### src/hw/exvec_pkg.sv
// Package for the exception mode and boot vector block.
// Assumes one core clock domain; all users import the whole package.
package exvec_pkg;

    // ------------------------------------------------------------------
    // Vector base register layout
    // ------------------------------------------------------------------
    localparam int BASE_FIELD_LSB = 12;
    localparam int BASE_FIELD_MSB = 31;
    localparam int BASE_WIDE_BIT = 1;
    localparam int USE_GLOBAL_BIT = 0;
    localparam int LEGACY_LSB = 12;
    localparam int LEGACY_MSB = 28;
    localparam logic [2:0] LEGACY_TOP = 3'h5;
    localparam logic [19:0] BASE_FIELD_RESET = 20'hbfc00;
    localparam logic BASE_WIDE_RESET = 1'b0;
    localparam logic USE_GLOBAL_RESET = 1'b1;
    localparam logic [31:0] UNCACHED_WINDOW_HI = 32'h90000000;

    // ------------------------------------------------------------------
    // Vector offsets
    // ------------------------------------------------------------------
    localparam logic [11:0] OFS_REFILL = 12'h000;
    localparam logic [11:0] OFS_GENERAL = 12'h180;
    localparam logic [11:0] OFS_INTERRUPT = 12'h200;
    localparam logic [11:0] OFS_ERROR = 12'h300;

    // ------------------------------------------------------------------
    // Types
    // ------------------------------------------------------------------
    typedef enum logic [1:0] {
        EXVEC_MODE_COMPAT,
        EXVEC_MODE_VECTORED,
        EXVEC_MODE_EXT_CTRL
    } exvec_mode_t;

    typedef enum logic [2:0] {
        EXVEC_KIND_GENERAL,
        EXVEC_KIND_REFILL,
        EXVEC_KIND_INTERRUPT,
        EXVEC_KIND_ERROR,
        EXVEC_KIND_DEBUG,
        EXVEC_KIND_RESET
    } exvec_kind_t;

    typedef struct packed {
        logic valid;
        logic precise;
        exvec_kind_t kind;
        logic in_slot;
        logic [63:0] pc;
        logic [63:0] branch_pc;
    } exvec_req_t;

    typedef struct packed {
        logic boot_vector_select;
        logic interrupt_vector_enable;
        logic exl;
        logic vectored_support;
        logic ext_ctrl_support;
    } exvec_ctl_t;

endpackage

### src/hw/exvec_unit.sv
// Exception entry unit: interrupt mode decode, restart capture,
// pipeline cancel and vector redirect, plus boot and reset bases.
// Assumes requests come from same-clock pipeline logic, oldest first.
`timescale 1ns/10ps

// Behaviour
// - Three interrupt modes; compatibility mode after reset.
// - Mode decoded from boot select, vector enable, spacing, support flags.
// - Vector spacing forced to zero when no vectored mode is implemented.
// - Read-only flag reports external-controller mode support.
// - Precise exception captures faulting pc, or branch pc with slot flag.
// - Imprecise exceptions capture no restart address.
// - Precise exception stops sequence, loads restart, enters kernel, redirects fetch.
// - Precise exceptions cancel causing and younger work; errors and debug use own registers.
// - Precise exceptions in program order; restart address suffices.
// - Imprecise exception waits until its instruction has completed.
// - First fetch after reset goes to the boot vector.
// - One global boot base; a local reset base per virtual processor.
// - Legacy boot base forces bits 31:29 to 101.
// - Legacy bits 28:12 place the vector; default maps to 0x1FC00000.
// - Wide mode places boot vector anywhere in 4 GB with bits 31:12.
// - Wide mode vector lies in uncached direct physical window.
// - Use-global bit picks global base when 1, local base when 0.
// - Local reset base has the same legacy and wide behaviour.
// - Offsets 0x000 refill with exl clear, 0x180 general, 0x200 interrupt with enable.
module exvec_unit
    import exvec_pkg::*;
(
    // Clock and reset
    input wire logic ref_clk_i,
    input wire logic resetn_i,
    // Exception request from the pipeline
    input wire exvec_req_t req_i,
    input wire logic imprecise_done_i,
    // Mode control fields
    input wire exvec_ctl_t ctl_i,
    input wire logic spacing_wr_i,
    input wire logic [4:0] spacing_wdata_i,
    // Global boot vector base register port
    input wire logic gbase_wr_i,
    input wire logic [31:0] gbase_wdata_i,
    // Local restart vector base register port
    input wire logic lbase_wr_i,
    input wire logic [31:0] lbase_wdata_i,
    // Register readback
    output logic [31:0] gbase_rdata_o,
    output logic [31:0] lbase_rdata_o,
    output logic [4:0] vector_spacing_o,
    output logic third_cfg_ext_ctrl_o,
    // Mode and state
    output exvec_mode_t int_mode_o,
    output logic kernel_mode_o,
    output logic slot_flag_o,
    // Restart addresses
    output logic [63:0] restart_address_o,
    output logic [63:0] error_restart_address_o,
    output logic [63:0] debug_restart_address_o,
    // Fetch redirect and pipeline cancel
    output logic redirect_o,
    output logic [63:0] redirect_addr_o,
    output logic cancel_o,
    output logic imprecise_taken_o
);

    // ------------------------------------------------------------------
    // Reset release
    // ------------------------------------------------------------------
    logic rst_q1;
    logic rst_q2;
    logic rst_n;

    always_ff @(posedge ref_clk_i or negedge resetn_i) begin
        if (!resetn_i) begin
            rst_q1 <= 1'b0;
            rst_q2 <= 1'b0;
        end else begin
            rst_q1 <= 1'b1;
            rst_q2 <= rst_q1;
        end
    end

    assign rst_n = rst_q2;

    // ------------------------------------------------------------------
    // Vector base registers
    // ------------------------------------------------------------------
    logic [19:0] gbase_field;
    logic gbase_wide;
    logic [19:0] lbase_field;
    logic lbase_wide;
    logic use_global;

    // One global base serves every virtual processor; this unit holds
    // the local base of its own virtual processor only.
    always_ff @(posedge ref_clk_i or negedge rst_n) begin
        if (!rst_n) begin
            gbase_field <= BASE_FIELD_RESET;
            gbase_wide <= BASE_WIDE_RESET;
        end else if (gbase_wr_i) begin
            gbase_field <= gbase_wdata_i[BASE_FIELD_MSB:BASE_FIELD_LSB];
            gbase_wide <= gbase_wdata_i[BASE_WIDE_BIT];
        end
    end

    always_ff @(posedge ref_clk_i or negedge rst_n) begin
        if (!rst_n) begin
            lbase_field <= BASE_FIELD_RESET;
            lbase_wide <= BASE_WIDE_RESET;
            use_global <= USE_GLOBAL_RESET;
        end else if (lbase_wr_i) begin
            lbase_field <= lbase_wdata_i[BASE_FIELD_MSB:BASE_FIELD_LSB];
            lbase_wide <= lbase_wdata_i[BASE_WIDE_BIT];
            use_global <= lbase_wdata_i[USE_GLOBAL_BIT];
        end
    end

    always_ff @(posedge ref_clk_i or negedge rst_n) begin
        if (!rst_n) begin
            gbase_rdata_o <= 32'h00000000;
            lbase_rdata_o <= 32'h00000000;
        end else begin
            gbase_rdata_o <= {gbase_field, 10'h000, gbase_wide, 1'b0};
            lbase_rdata_o <= {lbase_field, 10'h000, lbase_wide, use_global};
        end
    end

    // ------------------------------------------------------------------
    // Vector formation
    // ------------------------------------------------------------------
    logic [63:0] gbase_addr;
    logic [63:0] lbase_addr;

    exvec_base_form u_gbase (
        .base_field_i(gbase_field),
        .wide_i(gbase_wide),
        .base_o(gbase_addr)
    );

    exvec_base_form u_lbase (
        .base_field_i(lbase_field),
        .wide_i(lbase_wide),
        .base_o(lbase_addr)
    );

    // ------------------------------------------------------------------
    // Interrupt mode
    // ------------------------------------------------------------------
    logic [4:0] spacing;
    logic any_vectoring;
    exvec_mode_t next_mode;

    assign any_vectoring = ctl_i.vectored_support | ctl_i.ext_ctrl_support;

    // Spacing is cleared on the first edge with no vectored mode, so the
    // undefined mode combination lasts one cycle at most.
    always_ff @(posedge ref_clk_i or negedge rst_n) begin
        if (!rst_n) begin
            spacing <= 5'h00;
        end else if (!any_vectoring) begin
            spacing <= 5'h00;
        end else if (spacing_wr_i) begin
            spacing <= spacing_wdata_i;
        end
    end

    always_comb begin
        if (ctl_i.boot_vector_select || !ctl_i.interrupt_vector_enable ||
            spacing == 5'h00) begin
            next_mode = EXVEC_MODE_COMPAT;
        end else if (ctl_i.ext_ctrl_support) begin
            next_mode = EXVEC_MODE_EXT_CTRL;
        end else if (ctl_i.vectored_support) begin
            next_mode = EXVEC_MODE_VECTORED;
        end else begin
            next_mode = EXVEC_MODE_COMPAT;
        end
    end

    always_ff @(posedge ref_clk_i or negedge rst_n) begin
        if (!rst_n) begin
            int_mode_o <= EXVEC_MODE_COMPAT;
        end else begin
            int_mode_o <= next_mode;
        end
    end

    always_ff @(posedge ref_clk_i or negedge rst_n) begin
        if (!rst_n) begin
            vector_spacing_o <= 5'h00;
            third_cfg_ext_ctrl_o <= 1'b0;
        end else begin
            vector_spacing_o <= spacing;
            third_cfg_ext_ctrl_o <= ctl_i.ext_ctrl_support;
        end
    end

    // ------------------------------------------------------------------
    // Exception acceptance
    // ------------------------------------------------------------------
    logic boot_pending;
    logic imprecise_pending;
    exvec_kind_t imprecise_kind;
    logic take_precise;
    logic take_imprecise;
    logic [63:0] next_vector;
    logic [11:0] offset;
    exvec_kind_t take_kind;

    // The cycle after a precise take the pipeline still shows the cancelled
    // instruction; it must not raise a second, younger exception.
    assign take_precise = req_i.valid && req_i.precise &&
                          !boot_pending && !cancel_o;
    assign take_imprecise = imprecise_pending && imprecise_done_i &&
                            !take_precise && !boot_pending &&
                            !cancel_o;
    assign take_kind = take_precise ? req_i.kind : imprecise_kind;

    always_ff @(posedge ref_clk_i or negedge rst_n) begin
        if (!rst_n) begin
            boot_pending <= 1'b1;
        end else begin
            boot_pending <= 1'b0;
        end
    end

    // A new imprecise request wins over the clearing take.
    always_ff @(posedge ref_clk_i or negedge rst_n) begin
        if (!rst_n) begin
            imprecise_pending <= 1'b0;
            imprecise_kind <= EXVEC_KIND_GENERAL;
        end else if (req_i.valid && !req_i.precise) begin
            imprecise_pending <= 1'b1;
            imprecise_kind <= req_i.kind;
        end else if (take_imprecise) begin
            imprecise_pending <= 1'b0;
        end
    end

    always_comb begin
        unique case (take_kind)
            EXVEC_KIND_REFILL: begin
                offset = ctl_i.exl ? OFS_GENERAL : OFS_REFILL;
            end
            EXVEC_KIND_INTERRUPT: begin
                offset = ctl_i.interrupt_vector_enable ?
                         OFS_INTERRUPT : OFS_GENERAL;
            end
            EXVEC_KIND_ERROR: begin
                offset = OFS_ERROR;
            end
            EXVEC_KIND_RESET: begin
                offset = OFS_REFILL;
            end
            default: begin
                offset = OFS_GENERAL;
            end
        endcase
    end

    always_comb begin
        if (boot_pending) begin
            next_vector = gbase_addr;
        end else if (take_kind == EXVEC_KIND_RESET) begin
            next_vector = use_global ? gbase_addr : lbase_addr;
        end else begin
            next_vector = gbase_addr | {52'h0000000000000, offset};
        end
    end

    // ------------------------------------------------------------------
    // Redirect, cancel and kernel entry
    // ------------------------------------------------------------------
    always_ff @(posedge ref_clk_i or negedge rst_n) begin
        if (!rst_n) begin
            redirect_o <= 1'b0;
        end else begin
            redirect_o <= boot_pending || take_precise ||
                          take_imprecise;
        end
    end

    // The address loads every cycle to keep the path short, so it only
    // means something while the redirect pulse stands.
    always_ff @(posedge ref_clk_i or negedge rst_n) begin
        if (!rst_n) begin
            redirect_addr_o <= 64'h0000000000000000;
        end else begin
            redirect_addr_o <= next_vector;
        end
    end

    always_ff @(posedge ref_clk_i or negedge rst_n) begin
        if (!rst_n) begin
            cancel_o <= 1'b0;
            imprecise_taken_o <= 1'b0;
        end else begin
            cancel_o <= take_precise;
            imprecise_taken_o <= take_imprecise;
        end
    end

    // Kernel mode is left only by the pipeline's return path, which is
    // outside this unit; the unit reports entry and holds it.
    always_ff @(posedge ref_clk_i or negedge rst_n) begin
        if (!rst_n) begin
            kernel_mode_o <= 1'b1;
        end else if (take_precise || take_imprecise) begin
            kernel_mode_o <= 1'b1;
        end
    end

    // ------------------------------------------------------------------
    // Restart address capture
    // ------------------------------------------------------------------
    logic [63:0] restart_pc;

    assign restart_pc = req_i.in_slot ? req_i.branch_pc : req_i.pc;

    always_ff @(posedge ref_clk_i or negedge rst_n) begin
        if (!rst_n) begin
            restart_address_o <= 64'h0000000000000000;
            error_restart_address_o <= 64'h0000000000000000;
            debug_restart_address_o <= 64'h0000000000000000;
            slot_flag_o <= 1'b0;
        end else if (take_precise) begin
            unique case (req_i.kind)
                EXVEC_KIND_ERROR: begin
                    error_restart_address_o <= restart_pc;
                end
                EXVEC_KIND_DEBUG: begin
                    debug_restart_address_o <= restart_pc;
                end
                default: begin
                    restart_address_o <= restart_pc;
                    slot_flag_o <= req_i.in_slot;
                end
            endcase
        end
    end

endmodule

### src/hw/exvec_base_form.sv
// Forms a 64-bit vector base from a base field and its wide-mode bit.
// Assumes purely combinational use inside the exception unit.
`timescale 1ns/10ps
module exvec_base_form
    import exvec_pkg::*;
(
    // Base register fields
    input wire logic [19:0] base_field_i,
    input wire logic wide_i,
    // Formed address
    output logic [63:0] base_o
);

    logic [31:0] legacy_addr;

    // The forced top bits put the vector in the uncached kernel segment.
    assign legacy_addr = {LEGACY_TOP,
                          base_field_i[LEGACY_MSB-LEGACY_LSB:0],
                          12'h000};

    always_comb begin
        if (wide_i) begin
            base_o = {UNCACHED_WINDOW_HI, base_field_i, 12'h000};
        end else begin
            base_o = {{32{legacy_addr[31]}}, legacy_addr};
        end
    end

endmodule

### config.mk
export PLATFORM = sky130hd
export DESIGN_NAME = exvec_unit
export DESIGN_NICKNAME = d
export VERILOG_FILES = /design/src/hw/exvec_pkg.sv /design/src/hw/exvec_unit.sv /design/src/hw/exvec_base_form.sv
export SDC_FILE = /design/constraint.sdc
export NUM_CORES = 1
export LEC_CHECK = 0
export BUFFER_PORTS_ARGS = -buffer_cell sky130_fd_sc_hd__buf_2
export CORE_AREA = 5 5 212 214
export DETAILED_ROUTE_END_ITERATION = 12
export DIE_AREA = 0 0 217 219
export HOLD_SLACK_MARGIN = 0.02
export PLACE_DENSITY = 0.57
export SLEW_MARGIN = 40
export SYNTH_ARGS = -nofsm -noshare
export SYNTH_HDL_FRONTEND = slang
export SYNTH_SLANG_ARGS = --single-unit
### constraint.sdc
create_clock -name ref_clk_i -period 18.1 [get_ports ref_clk_i]
set_input_delay 0.905 -clock ref_clk_i [delete_from_list [all_inputs] [get_ports ref_clk_i]]
set_output_delay 0.905 -clock ref_clk_i [all_outputs]
set_load 0.02 [all_outputs]
==> metrics.csv <==
stage,metric,value,unit
setup_path,critical_path.top_delay_family,flip-flops,
finish,antenna_cells,0,
die,start_util,30.3,%
synth,synth_seq_cells,327,
synth,yosysSeqAreaShare,63.4,%
die,boundaryPins,547,
drt,drt_iter0_drc,260,
synth,synth_xor_area_share,0,%
power,swShare,30.7,%
setup_path,max_stage_delay,0.76,ns
setup_path,cp.required,17.19,ns
clock_network,clk_latency,0.53,ns
power,irDropWorstVdd,0.0658,mV
die,die_y,219,µm
setup_path,cp.depth,1,
die,core-area,42700,µm²
power,p_leak,8.43,nW
sta,drv_slew,0,
drt,viasPerCell,4.40,
finish,final_cell_mix,"buf_2 (493), dfrtp_1 (306), mux2_2 (299), clkbuf_16 (39), conb_1 (34)",
finish,drive_gt1_share,68.9,%
synth,synth_fa_ha_area_share,0,%
clock_network,cts-hold-fix-buffers,0,
clock_network,post_cts_buffers,0,
setup_path,setup.worst_path.start,redirect_addr_o[62],
status,status,completed,
sta,worst_pin_slew,0.795,ns
place,place.gp.congestion,0.784,
synth,synth-edff-count,0,
place,place_ws,15.12,ns
clock_network,path_clk_slew,0.06,ns
grt,antenna_found_initial,7,
finish,nets,1494,
sta,finalCritPeriodShare,13.7,%
power,p_seq_share,43.2,%
grt,grt_max_degree,96,
sta,finClkSkew,0.0162,ns
power,powerDensity,127,nW/µm²
sta,fmax,403,MHz
drt,avgRoutedWirePerCell,18.9,µm
setup_path,critPathMaxFanout,30,
grt,grt_pass1_wl,52400,µm
sta,relSlewSlack,46.9,%
grt,grt.total_usage,14.2,%
setup_path,crit_path_end_kind,output port,
sta,final-hold-violation-count,0,
drt,firstDrtPassIters,4,
synth,yosysWarnings,0,
setup_path,rr_endpoint,redirect_addr_o[20],
place,dp.cells,1787,
setup_path,reg2reg_depth,5,
sta,rsz0062_at_grt,no,
die,die_area,47500,µm²
drt,drc,0,
setup_path,r2r_slack,15.75,ns
place,post_dp_cell_area,15700,µm²
power,power.switching,0.000657,W
synth,syn-instance-count,801,
drt,ant_nets,0,
clock_network,cts_max_level,2,
synth,synth_area,12900,µm²
drt,num_vias,8140,
clock_network,cts_resized,0,
power,combPwrFrac,23.7,%
sta,final.setup.tns,0,ns
synth,synth_top_family_by_area,multiplexers,
clock_network,clock_tree.buffer_depth,3,
drt,routed_wl,35000,µm
synth,post_synth_mux_area_share,29.4,%
hold_path,holdCritPathClass,in -> async,
clock_network,cts_made_buffers,37,
setup_path,arrival,1.58,ns
setup_path,critPathBufInv,1,
sta,setup_slack,15.62,ns
grt,grt_pass1_vias,8653,
place,dpl.hpwl,25900,µm
clock_network,cts_tree,yes,
setup_path,crit_end,redirect_addr_o[44],
sta,whs,0.149,ns
synth,synthArstFlopShare,100,%
finish,nFillCells,4098,
flow_run,cap_violations,0,
power,p_clk_share,33.0,%
sta,setup_violations,0,
clock_network,clock_sinks,327,
die,core.rowCount,76,
finish,finalNonFillerCells,1850,
synth,synth_compound_area_share,0.290,%
clock_network,cts_root_buf,clkbuf_16,
setup_path,r2r_start,boot_pending,
synth,synth.distinct_cells,31,
finish,final_common_cell,buf_2,
place,port_buffers,494,
setup_path,path_cells,buf_2,
synth,synthFlopType,dfrtp_1,
die,die_width,217,µm
sta,fin_crit,2.48,ns
synth,synthSimpleGateAreaFrac,1.73,%
grt,grt.overflow.total,0,
power,p_int,0.00148,W
setup_path,crit_type,reg -> out,
finish,design_area,16900,µm²
setup_path,worst_path_max_delay_cell,dfrtp_1,
setup_path,startpoint_type,flop,
synth,avgSynthCellArea,16.2,µm²
finish,synthToLayoutAreaGrowth,30.2,%
[cell type report]
type,count,area [µm²],share of cell area (%)
clock buffers,56,1100,6.52
inverters,3,11.3,0.0668
well taps,546,683,4.05
repair buffers,504,2590,15.3
multi-input cells,407,4220,25.0
clock inverters,7,50.0,0.297
flip-flops and latches,327,8210,48.7
[cell usage after synthesis, drive strengths merged (2+ instances only)]
master / count / area [µm²]
dfstp: 20 / 526
clkbuf: 10 / 37.5
nor2: 11 / 41.3
inv: 3 / 11.3
nor4: 3 / 33.8
nor3b: 2 / 15.0
nand3b: 3 / 22.5
nand2: 4 / 15.0
nor2b: 6 / 37.5
buf: 86 / 614
mux2i: 11 / 110
mux2: 322 / 3690
conb: 2 / 7.51
dfrtp: 307 / 7680
[state kept, by name (all words and copies together), names as in the netlist, 5 cells and up]
signal	flops
debug_restart_address_o	64
restart_address_o	64
spacing	5
lbase_field	20
redirect_addr_o	25
error_restart_address_o	64
vector_spacing_o	5
lbase_rdata_o	22
gbase_rdata_o	21
gbase_field	20
[power groups by stage]
| stage | Sequential (W) | Combinational (W) | Clock [W] |
|---|---|---|---|
| 2_1_floorplan | 0.00109 | 0.000168 | 0 |
| 5_1_grt | 0.000943 | 0.000541 | 0.000765 |
| 6_report | 0.000925 | 0.000508 | 0.000706 |
| 4_1_cts | 0.000927 | 0.000519 | 0.000738 |
| 3_3_place_gp | 0.000934 | 0.000514 | 0 |
| 3_5_place_dp | 0.000938 | 0.000519 | 0 |
[metrics by stage]
step | total power (W) | util (%)
final | 0.00214 | 39.5
after global routing | 0.00225 | 39.5
after CTS | 0.00218 | 39.5
after detailed placement | 0.00146 | 36.8
after global placement | 0.00145 | 36.7
after floorplan | 0.00126 | -
[worst min-delay path by stage]
| stage | startpoint | end | slack, ns | cells past startpoint |
|---|---|---|---|---|
| finish | resetn_i | rst_n | 0.15 | 1 |
| global route | resetn_i | rst_n | 0.11 | 1 |
| CTS | resetn_i | rst_n | 0.11 | 1 |
| detailed placement | rst_n | lbase_rdata_o[12] | 0.31 | 0 |
| global placement | rst_n | gbase_field[0] | 0.31 | 0 |
| floorplan | rst_q1 | rst_n | 0.33 | 0 |
[cells by family (layout without fill, tap and decap cells)]
group                  after synthesis  in the layout
AO/OA/AOI/OAI                        5              5
buffers and inverters               99            570
flip-flops                         327            327
multiplexers                       333            333
other                                2             34
AND/OR/NAND/NOR                     35             35
[routing by layer]
metal	GRT usage (%)	vias to the layer above	share of wire (%)
met3	5.71	60	9.4
met1	16.1	4073	37
li1	-	3673	-
met4	3.67	8	2.2
met2	24.9	326	51
met5	0	-	0.17
Note: power is estimated with default switching activity, not from simulation.
